===== src/hw/siw_pkg.sv =====
// Shared constants and carrier types for the system ident/wakeup/power register group
package siw_pkg;
    // Register byte addresses on the APB
    localparam logic [7:0] ADDR_ID_HI = 8'h00;
    localparam logic [7:0] ADDR_ID_LO = 8'h04;
    localparam logic [7:0] ADDR_WAKE = 8'h08;
    localparam logic [7:0] ADDR_PWR = 8'h0c;
    localparam logic [7:0] ADDR_PEND = 8'h10;

    // Wakeup timer status/control fields
    localparam int W_FLAG = 7;
    localparam int W_ACK = 6;
    localparam int W_CLKS = 5;
    localparam int W_IE = 4;
    localparam int W_SEL_LSB = 0;
    localparam int W_SEL_W = 3;

    // Power monitor status/control fields
    localparam int P_FLAG = 7;
    localparam int P_ACK = 6;
    localparam int P_IE = 5;
    localparam int P_RE = 4;
    localparam int P_SE = 3;
    localparam int P_EN = 2;
    localparam int P_BUF = 0;

    // Pending status fields
    localparam int PEND_BRN = 7;
    localparam int PEND_WAKE = 0;

    // Reset values of the writable registers
    localparam logic [7:0] WAKE_RST = 8'h00;
    localparam logic [7:0] PWR_RST = 8'h00;

    // Wakeup periods, in 1 kHz ticks (ms) and in external clock periods
    localparam logic [7:0][15:0] INT_PERIOD_MS = {
        16'h0400, 16'h0200, 16'h0100, 16'h0080,
        16'h0040, 16'h0020, 16'h0008, 16'h0000};
    localparam logic [7:0][15:0] EXT_PERIOD_CYC = {
        16'h8000, 16'h4000, 16'h2000, 16'h1000,
        16'h0800, 16'h0400, 16'h0100, 16'h0000};

    // APB request from the master
    typedef struct packed {
        logic psel;
        logic penable;
        logic pwrite;
        logic [7:0] paddr;
        logic [31:0] pwdata;
    } siw_apb_req_t;

    // APB answer to the master
    typedef struct packed {
        logic pready;
        logic pslverr;
        logic [31:0] prdata;
    } siw_apb_rsp_t;
endpackage


===== src/hw/siw_regs.sv =====
// System ident, periodic wakeup timer and power monitor register group
//
// Operation
// - Ident high upper nibble returns fixed silicon revision; writes ignored.
// - Fixed 12-bit part number: upper four in high low nibble, rest low.
// - Wakeup flag bit 7 is read-only, set when period elapses.
// - Writing one to bit 6 clears wakeup flag; reads zero.
// - Bit 5 picks timer source: 0 internal 1 kHz, 1 external.
// - Bit 4 gates the wakeup interrupt request while flag is set.
// - Period select 000 stops and clears the wakeup counter.
// - Internal source codes 1..7 give 8..1024 ms timeouts.
// - External source codes 1..7 give 256..32768 external periods.
// - Brownout flag bit 7 read-only, reports events only while enabled.
// - Writing one to bit 6 clears brownout flag; reads zero.
// - Brownout interrupt enable bit 5 raises request while flag set.
// - Write-once bit 4 forces device reset when flag sets and enabled.
// - Bit 3 keeps brownout detection running in stop mode.
// - Write-once bit 2 enables brownout logic and its other bits.
// - Each write-once bit takes one write after reset; later ignored.
// - Bit 0 of power register enables the reference buffer.
// - Wakeup pending follows wakeup flag; clears on ack and reset.
// - Brownout pending clears on brownout ack and on reset.
//
// The register offsets and register access over APB are this design's own decisions.
`timescale 1ns/10ps
module siw_regs #(
    parameter logic [3:0] REVISION = 4'h0, // Arbitrary value
    parameter logic [11:0] PART_NUMBER = 12'h5a3 // Arbitrary value
) (
    // Clock and reset
    input wire logic clk,
    input wire logic rst,
    // APB slave
    input wire siw_pkg::siw_apb_req_t apb_req,
    output siw_pkg::siw_apb_rsp_t apb_rsp_r,
    // Timer sources, one-cycle ticks
    input wire logic tick_1khz,
    input wire logic ext_clk_tick,
    // Power monitor inputs
    input wire logic brownout_detect,
    input wire logic stop_mode,
    // Outputs to the system
    output logic wakeup_irq_r,
    output logic brownout_irq_r,
    output logic brownout_reset_r,
    output logic brownout_detector_on_r,
    output logic reference_buffer_enable_r
);
    // Bus decode
    logic access;
    logic hit;
    logic wr_fire;
    logic wr_wake;
    logic wr_pwr;
    logic [7:0] rd_mux;

    // Wakeup timer state
    logic wake_flag_r;
    logic wake_clks_r;
    logic wake_ie_r;
    logic [2:0] wake_sel_r;
    logic [3:0] cfg_prev_r;
    logic [15:0] cnt_r;
    logic [15:0] period;
    logic tick;
    logic cfg_chg;
    logic elapse;

    // Power monitor state
    logic brn_flag_r;
    logic brn_ie_r;
    logic brn_se_r;
    logic buf_en_r;
    logic [1:0] wo_val_r;
    logic [1:0] wo_used_r;
    logic brn_en;
    logic brn_re;
    logic brn_active;
    logic brn_set;

    // Access phase and write strobes
    assign access = apb_req.psel & apb_req.penable;
    assign wr_fire = access & apb_rsp_r.pready & apb_req.pwrite & hit;
    assign wr_wake = wr_fire & (apb_req.paddr == siw_pkg::ADDR_WAKE);
    assign wr_pwr = wr_fire & (apb_req.paddr == siw_pkg::ADDR_PWR);

    // Write-once bit aliases
    assign brn_re = wo_val_r[0];
    assign brn_en = wo_val_r[1];

    // Read data mux, acks read as zero
    always_comb
    begin
        hit = 1'b1;
        rd_mux = 8'h00;
        case (apb_req.paddr)
            siw_pkg::ADDR_ID_HI:
            begin
                rd_mux = {REVISION, PART_NUMBER[11:8]};
            end
            siw_pkg::ADDR_ID_LO:
            begin
                rd_mux = PART_NUMBER[7:0];
            end
            siw_pkg::ADDR_WAKE:
            begin
                rd_mux[siw_pkg::W_FLAG] = wake_flag_r;
                rd_mux[siw_pkg::W_CLKS] = wake_clks_r;
                rd_mux[siw_pkg::W_IE] = wake_ie_r;
                rd_mux[siw_pkg::W_SEL_LSB +: siw_pkg::W_SEL_W] = wake_sel_r;
            end
            siw_pkg::ADDR_PWR:
            begin
                rd_mux[siw_pkg::P_FLAG] = brn_flag_r;
                rd_mux[siw_pkg::P_IE] = brn_ie_r;
                rd_mux[siw_pkg::P_RE] = brn_re;
                rd_mux[siw_pkg::P_SE] = brn_se_r;
                rd_mux[siw_pkg::P_EN] = brn_en;
                rd_mux[siw_pkg::P_BUF] = buf_en_r;
            end
            siw_pkg::ADDR_PEND:
            begin
                rd_mux[siw_pkg::PEND_BRN] = brn_flag_r;
                rd_mux[siw_pkg::PEND_WAKE] = wake_flag_r;
            end
            default:
            begin
                hit = 1'b0;
            end
        endcase
    end

    // APB answer: one wait state, read data captured with pready
    always_ff @(posedge clk)
    begin
        if (rst)
        begin
            apb_rsp_r <= '0;
        end
        else
        begin
            apb_rsp_r.pready <= access & ~apb_rsp_r.pready;
            if (access & ~apb_rsp_r.pready)
            begin
                apb_rsp_r.prdata <= {24'h000000, rd_mux};
                apb_rsp_r.pslverr <= ~hit;
            end
        end
    end

    // Wakeup timer control bits
    always_ff @(posedge clk)
    begin
        if (rst)
        begin
            wake_clks_r <= siw_pkg::WAKE_RST[siw_pkg::W_CLKS];
            wake_ie_r <= siw_pkg::WAKE_RST[siw_pkg::W_IE];
            wake_sel_r <= siw_pkg::WAKE_RST[siw_pkg::W_SEL_LSB +: siw_pkg::W_SEL_W];
        end
        else if (wr_wake)
        begin
            wake_clks_r <= apb_req.pwdata[siw_pkg::W_CLKS];
            wake_ie_r <= apb_req.pwdata[siw_pkg::W_IE];
            wake_sel_r <= apb_req.pwdata[siw_pkg::W_SEL_LSB +: siw_pkg::W_SEL_W];
        end
    end

    // Source and period selection
    assign tick = wake_clks_r ? ext_clk_tick : tick_1khz;
    assign period = wake_clks_r ? siw_pkg::EXT_PERIOD_CYC[wake_sel_r]
        : siw_pkg::INT_PERIOD_MS[wake_sel_r];
    assign cfg_chg = cfg_prev_r != {wake_clks_r, wake_sel_r};
    assign elapse = (wake_sel_r != 3'h0) & ~cfg_chg & tick
        & ((cnt_r + 16'h0001) == period);

    // Wakeup counter
    always_ff @(posedge clk)
    begin
        if (rst)
        begin
            cnt_r <= 16'h0000;
            cfg_prev_r <= 4'h0;
        end
        else
        begin
            cfg_prev_r <= {wake_clks_r, wake_sel_r};
            if ((wake_sel_r == 3'h0) | cfg_chg)
            begin
                cnt_r <= 16'h0000;
            end
            else if (elapse)
            begin
                cnt_r <= 16'h0000;
            end
            else if (tick)
            begin
                cnt_r <= cnt_r + 16'h0001;
            end
        end
    end

    // Wakeup flag, a timeout wins over a same-cycle ack
    always_ff @(posedge clk)
    begin
        if (rst)
        begin
            wake_flag_r <= 1'b0;
        end
        else if (elapse)
        begin
            wake_flag_r <= 1'b1;
        end
        else if (wr_wake & apb_req.pwdata[siw_pkg::W_ACK])
        begin
            wake_flag_r <= 1'b0;
        end
    end

    // Wakeup interrupt request
    always_ff @(posedge clk)
    begin
        if (rst)
        begin
            wakeup_irq_r <= 1'b0;
        end
        else
        begin
            wakeup_irq_r <= wake_flag_r & wake_ie_r;
        end
    end

    // Write-once bits: reset enable and detection enable
    generate
        for (genvar i = 0; i < 2; i++)
        begin : g_wo
            localparam int B = (i == 0) ? siw_pkg::P_RE : siw_pkg::P_EN;
            always_ff @(posedge clk)
            begin
                if (rst)
                begin
                    wo_val_r[i] <= siw_pkg::PWR_RST[B];
                    wo_used_r[i] <= 1'b0;
                end
                else if (wr_pwr & ~wo_used_r[i])
                begin
                    wo_val_r[i] <= apb_req.pwdata[B];
                    wo_used_r[i] <= 1'b1;
                end
            end
        end
    endgenerate

    // Plain read/write power monitor bits
    always_ff @(posedge clk)
    begin
        if (rst)
        begin
            brn_ie_r <= siw_pkg::PWR_RST[siw_pkg::P_IE];
            brn_se_r <= siw_pkg::PWR_RST[siw_pkg::P_SE];
            buf_en_r <= siw_pkg::PWR_RST[siw_pkg::P_BUF];
        end
        else if (wr_pwr)
        begin
            brn_ie_r <= apb_req.pwdata[siw_pkg::P_IE];
            brn_se_r <= apb_req.pwdata[siw_pkg::P_SE];
            buf_en_r <= apb_req.pwdata[siw_pkg::P_BUF];
        end
    end

    // Detection runs when enabled, and in stop mode only if allowed
    assign brn_active = brn_en & (~stop_mode | brn_se_r);
    assign brn_set = brn_active & brownout_detect;

    // Brownout flag, a new event wins over a same-cycle ack
    always_ff @(posedge clk)
    begin
        if (rst)
        begin
            brn_flag_r <= 1'b0;
        end
        else if (brn_set)
        begin
            brn_flag_r <= 1'b1;
        end
        else if ((wr_pwr & apb_req.pwdata[siw_pkg::P_ACK]) | ~brn_en)
        begin
            brn_flag_r <= 1'b0;
        end
    end

    // Brownout outputs
    always_ff @(posedge clk)
    begin
        if (rst)
        begin
            brownout_irq_r <= 1'b0;
            brownout_reset_r <= 1'b0;
            brownout_detector_on_r <= 1'b0;
            reference_buffer_enable_r <= 1'b0;
        end
        else
        begin
            brownout_irq_r <= brn_flag_r & brn_ie_r & brn_en;
            brownout_reset_r <= brn_flag_r & brn_re & brn_en;
            brownout_detector_on_r <= brn_active;
            reference_buffer_enable_r <= buf_en_r;
        end
    end
endmodule


===== config.mk =====
export PLATFORM = sky130hd
export DESIGN_NAME = siw_regs
export DESIGN_NICKNAME = d
export VERILOG_FILES = /design/src/hw/siw_pkg.sv /design/src/hw/siw_regs.sv
export SDC_FILE = /design/constraint.sdc
export NUM_CORES = 1
export LEC_CHECK = 0
export ABC_AREA = 1
export BUFFER_PORTS_ARGS = -buffer_cell sky130_fd_sc_hd__buf_2
export CORE_MARGIN = 2
export CORE_UTILIZATION = 45
export DETAILED_ROUTE_END_ITERATION = 10
export PLACE_DENSITY = 0.71
export REMOVE_ABC_BUFFERS = 1
export SLEW_MARGIN = 30
export SYNTH_ARGS = -nofsm -noshare
export SYNTH_HDL_FRONTEND = slang
export SYNTH_SLANG_ARGS = --single-unit

===== constraint.sdc =====
create_clock -name clk -period 4 [get_ports clk]
set_input_delay 0.6 -clock clk [delete_from_list [all_inputs] [get_ports clk]]
set_output_delay 0.6 -clock clk [all_outputs]
set_load 0.05 [all_outputs]

==> results of run 1 <==
==> cells in the mapped netlist (all sizes together), types with 3 or more instances <==
cell	instances	area (sq um)
nand3b	9	67.56
nand2	139	534.3
inv	52	195.2
nand4	12	75.07
a21oi	19	95.09
xor2	3	26.28
nor2	73	296.5
nor3	4	31.28
o21ai	35	178.9
clkbuf	7	26.28
dfxtp	55	1101
buf	28	212.7
nand3	27	140.1
==> metal layers <==
| layer | up-vias | GRT usage | wire length [microns] | part of all wire |
|---|---|---|---|---|
| met4 | 0 | 0.05398 | 65 | 0.0093 |
| li1 | 1522 | - | - | - |
| met3 | 9 | 0.03333 | 377 | 0.054 |
| met2 | 94 | 0.3238 | 3358 | 0.48 |
| met1 | 1329 | 0.2530 | 3197 | 0.46 |
| met5 | - | 0 | 0 | 0 |
==> worst register-to-register path, delay by kind of cell, from the launching register on <==
| family | cells | cell delay [ns] |
|---|---|---|
| and+or+nand+nor | 9 | 1.18 |
| DFF | 1 | 0.62 |
| buffers and inverters | 1 | 0.41 |
| AOI/OAI and AO/OA | 1 | 0.09 |
==> power groups by stage <==
stage / Combinational [mW] / Sequential, mW / Clock, mW
after global placement: 0.110 / 0.565 / 0
after CTS: 0.111 / 0.553 / 0.393
after detailed placement: 0.110 / 0.565 / 0
after global routing: 0.120 / 0.553 / 0.412
final: 0.111 / 0.553 / 0.383
after floorplan: 0.0742 / 0.578 / 0
==> final cells by class <==
| type | instances | share of cell area |
|---|---|---|
| Multi-Input combinational cell | 357 | 0.4897 |
| Sequential cell | 55 | 0.3300 |
| Inverter | 53 | 0.05962 |
| Timing Repair Buffer | 37 | 0.05549 |
| Tap cell | 80 | 0.03000 |
| Clock buffer | 6 | 0.02475 |
| Clock inverter | 2 | 0.01050 |
==> worst min path at each step <==
| stage | endpoint | slack [ns] | depth (start not counted) |
|---|---|---|---|
| 6_report | wakeup_irq_r$_SDFF_PP0_ | 0.46 | 2 |
| 4_1_cts | wakeup_irq_r$_SDFF_PP0_ | 0.46 | 2 |
| 3_3_place_gp | wo_used_r[0]$_SDFFE_PP0P_ | 0.44 | 2 |
| 3_5_place_dp | wakeup_irq_r$_SDFF_PP0_ | 0.44 | 2 |
| 5_1_grt | wakeup_irq_r$_SDFF_PP0_ | 0.48 | 2 |
| 2_1_floorplan | wakeup_irq_r$_SDFF_PP0_ | 0.42 | 2 |
==> cells by family after synthesis <==
group	after synthesis
AO/OA/AOI/OAI	61
XOR/XNOR	3
adder cells (fa/ha/maj)	2
buffers and inverters	88
flip-flops	55
multiplexers	1
other	1
AND/OR/NAND/NOR	265
==> impl_metrics.env, run 1 <==
export IMPL_placed_cell_area_sq_um=3219
export IMPL_min_delay_start="wake_ie_r$_SDFFE_PP0N_"
export IMPL_cts_buffers=5
export IMPL_postLayoutCellArea_sq_um=3337
export IMPL_clk_latency_ns=0.31
export IMPL_crit_type="flop to flop"
export IMPL_synth_simple_area_share=0.3734
export IMPL_drc=0
export IMPL_r2r_setup_slack_ns=1.59
export IMPL_setup_slack_ns=1.592
export IMPL_finalNetCount=560
export IMPL_synthAdderAreaFrac=0.008117
export IMPL_critical_path_cell_chain="clkinv_1, nand2_1, o21ai_0, nor2_1, nand4_1, nor2_1, nand3_1, nor2_1, nand2_1, nand2_4, nor2_1"
export IMPL_wl_per_cell_microns=11.86
export IMPL_ant_nets=0
export IMPL_io_pins=88
export IMPL_max_stage_delay_ns=0.62
export IMPL_hold_violations=0
export IMPL_fin_crit_ns=2.408
export IMPL_numPortBuffers=37
export IMPL_ys_ff_latch=55
export IMPL_fmax_ghz=0.4152
export IMPL_track_usage=0.1921
export IMPL_max_slew_margin=0.4854
export IMPL_worstMarginPinSlew_ns=0.7690
export IMPL_gp_congestion=0.9030
export IMPL_postCtsHoldBufs=0
export IMPL_crit_slowest_cell="dfxtp_1"
export IMPL_layout_commonest_cell="nand2_1"
export IMPL_path_clk_slew_ns=0.09
export IMPL_synthCells=476
export IMPL_synth_area_sq_um=3083
export IMPL_die_area_sq_um=7529
export IMPL_path_buf_inv=1
export IMPL_area_growth_syn_to_layout_pct=8.239
export IMPL_crit_top_cell="nor2_1"
export IMPL_placedCellCount=582
export IMPL_drtPass1Iterations=4
export IMPL_crit_family="simple AND/OR/NAND/NOR gates"
export IMPL_crit_fanout=16
export IMPL_critPathRequiredTime_ns=4.20
export IMPL_clock_root_buffer="clkbuf_8"
export IMPL_ys_warn_count=0
export IMPL_p_clk_frac=0.366
export IMPL_place_worst_setup_slack_ns=1.451
export IMPL_switchingPower_uw=274.6
export IMPL_reg2reg_depth=11
export IMPL_final_cell_mix="nand2_1, nor2_1, dfxtp_1"
export IMPL_fp_row_count=30
export IMPL_outcome="complete, no violations"
export IMPL_clockBufferDepth=2
export IMPL_switching_share=0.2623
export IMPL_synth_xor_area_frac=0.008523
export IMPL_grt_pass1_vias=2634
export IMPL_wirelength_mm=6.999
export IMPL_hold_class="flop to flop"
export IMPL_critPathLaunch="wake_clks_r$_SDFFE_PP0N_"
export IMPL_power_density_nw_per_um2=313.7
export IMPL_holdWs_ns=0.4643
export IMPL_finalNonFillerCells=590
export IMPL_synth_edf_count=0
export IMPL_drv_slew=0
export IMPL_antenna_found_initial=0
export IMPL_fillers=672
export IMPL_cts_setup_buffers=0
export IMPL_crit_path_end_kind="flop"
export IMPL_viasPerCell=5.007
export IMPL_grt_max_degree=21
export IMPL_regArea_sq_um=1101
export IMPL_rsz0062_at_grt="no"
export IMPL_dp_hpwl_mm=5.310
export IMPL_cts_tree="yes"
export IMPL_internal_power_uw=772.2
export IMPL_start_util=0.4588
export IMPL_vdd_drop_max_uv=188.9
export IMPL_crit_cells=11
export IMPL_synth_top_flop_cell="dfxtp_1"
export IMPL_antenna_cells=0
export IMPL_ctsResizeCount=0
export IMPL_die_y_microns=86.77
export IMPL_multi_input_area_sq_um=1634
export IMPL_die_w_microns=86.77
export IMPL_ys_seq_area_frac=0.3571
export IMPL_cp_arrival_ns=2.61
export IMPL_grt_ovfl_total=0
export IMPL_r2r_end="cnt_r[2]$_SDFFE_PP0P_"
export IMPL_async_reset_ff_frac=0
export IMPL_fin_skew_ns=0.008023
export IMPL_synth_compound_area_frac=0.1063
export IMPL_core_sq_um=6719
export IMPL_power_mw=1.047
export IMPL_finalCritPeriodShare=0.6021
export IMPL_num_vias=2954
export IMPL_synthMuxAreaShare=0.003247
export IMPL_grt_pass1_wl_mm=11.70
export IMPL_drt_initial_drc_count=159
export IMPL_finalCoreUtilization=0.4966
export IMPL_p_leak_nw=1.545
export IMPL_ys_types=35
export IMPL_cap_violations=0
export IMPL_ctsHtreeMaxLevel=2
export IMPL_power_frac_seq=0.528
export IMPL_setup_worst_path_end="cnt_r[2]$_SDFFE_PP0P_"
export IMPL_clock_sinks=55
export IMPL_tns_ns=0
export IMPL_startpoint_type="flop"
export IMPL_combinationalPowerShare=0.106
export IMPL_post_route_cells_drive_above_1_share=0.1137
export IMPL_synth_top_family_by_area="simple AND/OR/NAND/NOR gates"
export IMPL_setup_violations=0
export IMPL_syn_avg_cell_area_sq_um=6.477
export IMPL_r2r_start="wake_clks_r$_SDFFE_PP0N_"
Note: power is estimated with default switching activity, not from simulation.
==> run 2: changes to the inputs <==
--- a/config.mk
+++ b/config.mk
@@ -5,12 +5,12 @@
 export SDC_FILE = /design/constraint.sdc
 export NUM_CORES = 1
 export LEC_CHECK = 0
-export ABC_AREA = 1
+export ABC_AREA = 0
 export BUFFER_PORTS_ARGS = -buffer_cell sky130_fd_sc_hd__buf_2
 export CORE_MARGIN = 2
 export CORE_UTILIZATION = 45
 export DETAILED_ROUTE_END_ITERATION = 10
-export PLACE_DENSITY = 0.71
+export PLACE_DENSITY = 0.73
 export REMOVE_ABC_BUFFERS = 1
 export SLEW_MARGIN = 30
 export SYNTH_ARGS = -nofsm -noshare
==> constraint.sdc (replaced) <==
create_clock -name clk -period 2.15 [get_ports clk]
set_input_delay 0.3225 -clock clk [delete_from_list [all_inputs] [get_ports clk]]
set_output_delay 0.3225 -clock clk [all_outputs]
set_load 0.05 [all_outputs]
==> run 2 against run 1 <==
  * The flow now finishes with violations (setup timing)
  * Largest cell class unchanged
  * Register-to-register slack lost 1.9 ns
  * Synthesized cell count shrank 21%
  * Flip-flop and latch count unchanged
  * Utilization increased by 6.5 points
  * Combinational power rose by 72%
  * Die area is 1.0% higher
  * Sequential share of layout area decreased by 3.6 points
  * Global-route usage grew 0.70 points
  * Worst hold slack worse by 0.22 ns
  * Clock power up 86%
  * Critical endpoint is now cnt_r[3]$_SDFFE_PP0P_
  * Routed wire length is 9.6% higher
==> impl_metrics.env, run 2 <==
export IMPL_fmax_ghz=0.3987
export IMPL_grt_pass1_wl_mm=12.05
export IMPL_violations="setup timing"
export IMPL_io_pins=88
export IMPL_grt_max_degree=28
export IMPL_postLayoutCellArea_sq_um=3797
export IMPL_max_slew_margin=0.6114
export IMPL_crit_fanout=7
export IMPL_post_route_cells_drive_above_1_share=0.3104
export IMPL_finalCritPeriodShare=1.167
export IMPL_power_mw=1.922
export IMPL_drc=0
export IMPL_wirelength_mm=7.672
export IMPL_p_leak_nw=1.595
export IMPL_synth_compound_area_frac=0.1137
export IMPL_clockBufferDepth=2
export IMPL_start_util=0.4611
export IMPL_synth_top_flop_cell="dfxtp_1"
export IMPL_cts_buffers=5
export IMPL_track_usage=0.1991
export IMPL_async_reset_ff_frac=0
export IMPL_drtPass1Iterations=5
export IMPL_synth_area_top_cells="dfxtp_1, buf_4, nor2_1"
export IMPL_vdd_drop_max_uv=516.9
export IMPL_setup_slack_ns=-0.3580
export IMPL_synthMuxAreaShare=0.04297
export IMPL_hold_violations=0
export IMPL_fin_crit_ns=2.508
export IMPL_antenna_found_initial=0
export IMPL_startpoint_type="flop"
export IMPL_ys_ff_latch=55
export IMPL_grt_ovfl_total=0
export IMPL_clock_root_buffer="clkbuf_8"
export IMPL_synth_top_family_by_area="simple AND/OR/NAND/NOR gates"
export IMPL_crit_type="flop to flop"
export IMPL_fillers=574
export IMPL_drv_slew=0
export IMPL_synth_xor_area_frac=0.08715
export IMPL_clock_sinks=55
export IMPL_ys_seq_area_frac=0.3534
export IMPL_ant_nets=0
export IMPL_final_cell_mix="buf_4, nor2_1, dfxtp_1"
export IMPL_die_area_sq_um=7605
export IMPL_area_growth_syn_to_layout_pct=21.89
export IMPL_multi_input_area_sq_um=1819
export IMPL_synth_edf_count=0
export IMPL_num_vias=2857
export IMPL_cp_arrival_ns=2.71
export IMPL_outcome="finished with violations"
export IMPL_placed_cell_area_sq_um=3470
export IMPL_synth_area_sq_um=3115
export IMPL_tns_ns=-4.883
export IMPL_yosys_top_cells_count="dfxtp_1, nor2_1, nand2_1"
export IMPL_postCtsHoldBufs=0
export IMPL_syn_avg_cell_area_sq_um=8.286
export IMPL_synthCells=376
export IMPL_layout_commonest_cell="buf_4"
export IMPL_core_sq_um=6756
export IMPL_dp_hpwl_mm=5.303
export IMPL_cts_tree="yes"
export IMPL_wl_per_cell_microns=14.45
export IMPL_ctsHtreeMaxLevel=2
export IMPL_die_w_microns=87.21
export IMPL_ys_types=55
export IMPL_grt_pass1_vias=2644
export IMPL_setup_violations=15
export IMPL_antenna_cells=0
export IMPL_yosysMostFrequentCell="dfxtp_1"
export IMPL_viasPerCell=5.380
export IMPL_fp_row_count=30
export IMPL_finalNetCount=501
export IMPL_r2r_setup_slack_ns=-0.36
export IMPL_path_clk_slew_ns=0.10
export IMPL_ys_warn_count=0
export IMPL_numPortBuffers=37
export IMPL_critPathRequiredTime_ns=2.35
export IMPL_gp_congestion=0.9211
export IMPL_synthAdderAreaFrac=0.008032
export IMPL_synth_simple_area_share=0.2747
export IMPL_crit_path_end_kind="flop"
export IMPL_hold_class="input pin to flop"
export IMPL_synth_top_area_share=0.3534
export IMPL_drt_initial_drc_count=247
export IMPL_worstMarginPinSlew_ns=0.5668
export IMPL_regArea_sq_um=1116
export IMPL_clk_latency_ns=0.31
export IMPL_power_density_nw_per_um2=506.2
export IMPL_rsz0062_at_grt="yes"
export IMPL_cap_violations=0
export IMPL_yosys_area_top_type="dfxtp_1"
export IMPL_fin_skew_ns=0.01620
export IMPL_die_y_microns=87.21
## run 2: final timing paths
path | startpoint | depth (start not counted) | end
setup / recovery | cnt_r[2]$_SDFFE_PP0P_ | 10 | cnt_r[3]$_SDFFE_PP0P_
hold / removal | brownout_detect | 2 | brn_flag_r$_SDFFE_PP0P_
setup reg to reg | cnt_r[2]$_SDFFE_PP0P_ | 10 | cnt_r[3]$_SDFFE_PP0P_
hold reg to reg | apb_rsp_r[2]$_SDFFE_PP0P_ | 2 | apb_rsp_r[2]$_SDFFE_PP0P_
## run 2: repair_timing
| action | CTS | global route |
|---|---|---|
| setup buffers | 9 | 3 |
| endpoints found under the setup margin | 15 | 15 |
| resized for setup | 25 | 8 |
| pin swaps | 20 | 9 |
| cloned | 1 | 0 |
## run 2: where the power goes
group,switching (mW),total (mW),internal [mW]
logic,0.156,0.191,0.0347
clock network,0.359,0.711,0.352
registers,0.00173,1.02,1.02
total,0.517,1.92,1.41
## run 2: cell type report
class / count / area share
inverters: 5 / 0.004942
well taps: 80 / 0.02636
clock buffers: 5 / 0.01812
clock inverters: 3 / 0.01219
repair buffers: 93 / 0.1654
multi-input cells: 290 / 0.4791
flip-flops and latches: 55 / 0.2939
## run 2: stage by stage
| step | cells | setup slack [ns] | hold slack, ns | util |
|---|---|---|---|---|
| floorplan | 349 | -0.3823 | 0.3892 | - |
| global placement | 510 | -0.2833 | 0.4421 | 0.5135 |
| detailed placement | 510 | -0.3752 | 0.4424 | 0.5135 |
| CTS | 528 | -0.2151 | 0.2332 | 0.5539 |
| global route | 531 | -0.4088 | 0.2307 | 0.5620 |
| finish | 531 | -0.3580 | 0.2477 | 0.5620 |
## run 2: metal layers
metal,share of wire,GRT usage,vias to the layer above,wire [microns]
met5,0,0,-,0
met4,0.025,0.05315,0,189
li1,-,-,1391,-
met1,0.43,0.2647,1322,3305
met3,0.067,0.03981,20,516
met2,0.48,0.3303,124,3662
## run 2: logic make-up after synthesis
kind of cell,after synthesis
xor+xnor,29
buf+inv,56
mux,13
other cells,1
simple gates,168
fa+ha+maj,2
compound gates,52
flops,55
## run 2: worst max-delay path: stages (launching register included)
cell and delay (ns):
dfxtp_1 0.36, buf_4 0.16, nand3_4 0.09, buf_6 0.14, or4_4 0.51, nand3_2 0.09, o211ai_1 0.15, a2111oi_4 0.39
buf_4 0.21, a31o_4 0.24, nor2_1 0.06
==> run 3: changes to the inputs <==
--- a/config.mk
+++ b/config.mk
@@ -8,11 +8,13 @@
 export ABC_AREA = 0
 export BUFFER_PORTS_ARGS = -buffer_cell sky130_fd_sc_hd__buf_2
 export CORE_MARGIN = 2
-export CORE_UTILIZATION = 45
+export CORE_UTILIZATION = 40
+export CTS_CLUSTER_DIAMETER = 40
 export DETAILED_ROUTE_END_ITERATION = 10
-export PLACE_DENSITY = 0.73
+export PLACE_DENSITY = 0.66
 export REMOVE_ABC_BUFFERS = 1
 export SLEW_MARGIN = 30
 export SYNTH_ARGS = -nofsm -noshare
 export SYNTH_HDL_FRONTEND = slang
 export SYNTH_SLANG_ARGS = --single-unit
+export TNS_END_PERCENT = 1
==> run 3 against run 2 <==
  * Count of clock-buffer cells in the layout unchanged
  * Clock power down 12%
  * The run still ends with setup timing left
  * Largest cell class unchanged
  * Sequential power about the same
==> impl_metrics.env, run 3 (synthesis gave the netlist of run 2 again) <==
export IMPL_gp_congestion=0.8329
export IMPL_crit_fanout=7
export IMPL_wirelength_mm=7.848
export IMPL_antenna_cells=0
export IMPL_critical_path_cell_chain="nand4_4, or4_4, a211o_1, a211o_1, a2111oi_4, a31o_4, nor2_1"
export IMPL_num_vias=2830
export IMPL_finalNetCount=510
export IMPL_io_pins=88
export IMPL_drc=0
export IMPL_clock_root_buffer="clkbuf_8"
export IMPL_grt_pass1_wl_mm=12.72
export IMPL_cp_arrival_ns=2.67
export IMPL_grt_pass1_vias=2766
export IMPL_clk_latency_ns=0.32
export IMPL_core_sq_um=7647
export IMPL_setup_worst_path_end="cnt_r[3]$_SDFFE_PP0P_"
export IMPL_place_worst_setup_slack_ns=-0.4079
export IMPL_drtPass1Iterations=4
export IMPL_power_density_nw_per_um2=476.0
export IMPL_violations="setup timing"
export IMPL_crit_slowest_cell="or4_4"
export IMPL_max_slew_margin=0.6677
export IMPL_die_y_microns=92.26
export IMPL_crit_top_cell="a211o_1"
export IMPL_ctsHtreeMaxLevel=2
export IMPL_startpoint_type="flop"
export IMPL_r2r_setup_slack_ns=-0.30
export IMPL_critPathRequiredTime_ns=2.37
export IMPL_worstMarginPinSlew_ns=0.4939
export IMPL_viasPerCell=5.036
export IMPL_final_cell_mix="buf_4, nor2_1, dfxtp_1"
export IMPL_crit_family="compound AO/OA/AOI/OAI gates"
export IMPL_path_clk_slew_ns=0.12
export IMPL_hold_class="input pin to flop"
export IMPL_die_w_microns=92.26
export IMPL_crit_type="flop to flop"
export IMPL_grt_max_degree=23
export IMPL_start_util=0.4074
export IMPL_cap_violations=0
export IMPL_post_route_cells_drive_above_1_share=0.3174
export IMPL_antenna_found_initial=0
export IMPL_fmax_ghz=0.4077
export IMPL_fin_crit_ns=2.453
export IMPL_die_area_sq_um=8511
export IMPL_finalCritPeriodShare=1.141
export IMPL_tns_ns=-4.120
export IMPL_crit_cells=7
export IMPL_hold_violations=0
export IMPL_vdd_drop_max_uv=288.7
export IMPL_rsz0062_at_grt="yes"
export IMPL_max_stage_delay_ns=0.53
export IMPL_cts_tree="yes"
export IMPL_clockBufferDepth=2
export IMPL_crit_path_end_kind="flop"
export IMPL_p_leak_nw=1.630
export IMPL_grt_ovfl_total=0
export IMPL_outcome="finished with violations"
export IMPL_r2r_end="cnt_r[3]$_SDFFE_PP0P_"
export IMPL_cts_buffers=5
export IMPL_reg2reg_depth=7
export IMPL_clock_sinks=55
export IMPL_r2r_start="cnt_r[8]$_SDFFE_PP0P_"
export IMPL_track_usage=0.1859
export IMPL_setup_violations=15
export IMPL_layout_commonest_cell="buf_4"
export IMPL_fp_row_count=32
export IMPL_setup_slack_ns=-0.3031
export IMPL_wl_per_cell_microns=13.96
export IMPL_fin_skew_ns=0.01563
export IMPL_drv_slew=0
export IMPL_drt_initial_drc_count=90
export IMPL_area_growth_syn_to_layout_pct=24.06
export IMPL_ant_nets=0
export IMPL_critPathLaunch="cnt_r[8]$_SDFFE_PP0P_"
export IMPL_path_buf_inv=0
export IMPL_postCtsHoldBufs=0
export IMPL_numPortBuffers=37
export IMPL_dp_hpwl_mm=5.625
[run 3: cell count changes in the layout (fill, tap and decap cells not counted), sizes merged]
| cell | before | now |
|---|---|---|
| buf | 93 | 102 |
| bufinv | 1 | 0 |
| inv | 6 | 7 |
[run 3: repair_timing]
action / CTS / global route
endpoints found under the setup margin: 15 / 15
gates resized for setup: 24 / 6
pin swaps: 22 / 3
cloned: 1 / 0
hold endpoints to repair: 0 / 0
buffers inserted: 10 / 2
[run 3: worst min path at each step]
stage                                         start                   endpoint  slack, ns  depth (start not counted)
after floorplan                                 rst   cfg_prev_r[0]$_SDFF_PP0_       0.39                          1
after global placement    apb_rsp_r[3]$_SDFFE_PP0P_  apb_rsp_r[3]$_SDFFE_PP0P_       0.45                          2
after detailed placement  apb_rsp_r[3]$_SDFFE_PP0P_  apb_rsp_r[3]$_SDFFE_PP0P_       0.45                          2
after CTS                           brownout_detect    brn_flag_r$_SDFFE_PP0P_       0.22                          2
after global routing                brownout_detect    brn_flag_r$_SDFFE_PP0P_       0.23                          2
final                               brownout_detect    brn_flag_r$_SDFFE_PP0P_       0.23                          2
[run 3: cell type report]
cell class | count | area, sq um
Inverter | 5 | 18.77
Tap cell | 102 | 127.6
Clock buffer | 5 | 68.82
Sequential cell | 55 | 1120
Clock inverter | 3 | 27.53
Fill cell | 745 | 3782
Timing Repair Buffer | 102 | 691.9
Multi-Input combinational cell | 290 | 1810
[run 3: worst register-to-register path, delay by kind of cell (launching register included)]
family          cells  cell delay, ns
compound gates      4            1.25
simple gates        3            0.73
flops               1            0.38
[run 3: through the flow]
stage | cell area (sq um) | cells | power [mW] | utilization | hold slack [ns]
5_1_grt | 3865 | 562 | 1.906 | 0.5054 | 0.2325
4_1_cts | 3834 | 560 | 1.856 | 0.5013 | 0.2170
3_3_place_gp | 3565 | 541 | 1.233 | 0.4661 | 0.4461
2_1_floorplan | 2854 | 349 | 1.182 | - | 0.3892
3_5_place_dp | 3565 | 541 | 1.236 | 0.4661 | 0.4518
6_report | 3865 | 562 | 1.840 | 0.5054 | 0.2259
[run 3: power by group]
part / switching [mW] / internal [mW]
registers: 0.00198 / 1.02
logic: 0.155 / 0.0359
clock network: 0.386 / 0.243
[run 3: layer usage]
layer / share of wire / global-route usage / vias up
li1: - / - / 1404
met1: 0.43 / 0.2140 / 1326
met2: 0.51 / 0.3431 / 82
met3: 0.038 / 0.03287 / 18
met4: 0.022 / 0.06592 / 0
met5: 0 / 0 / -
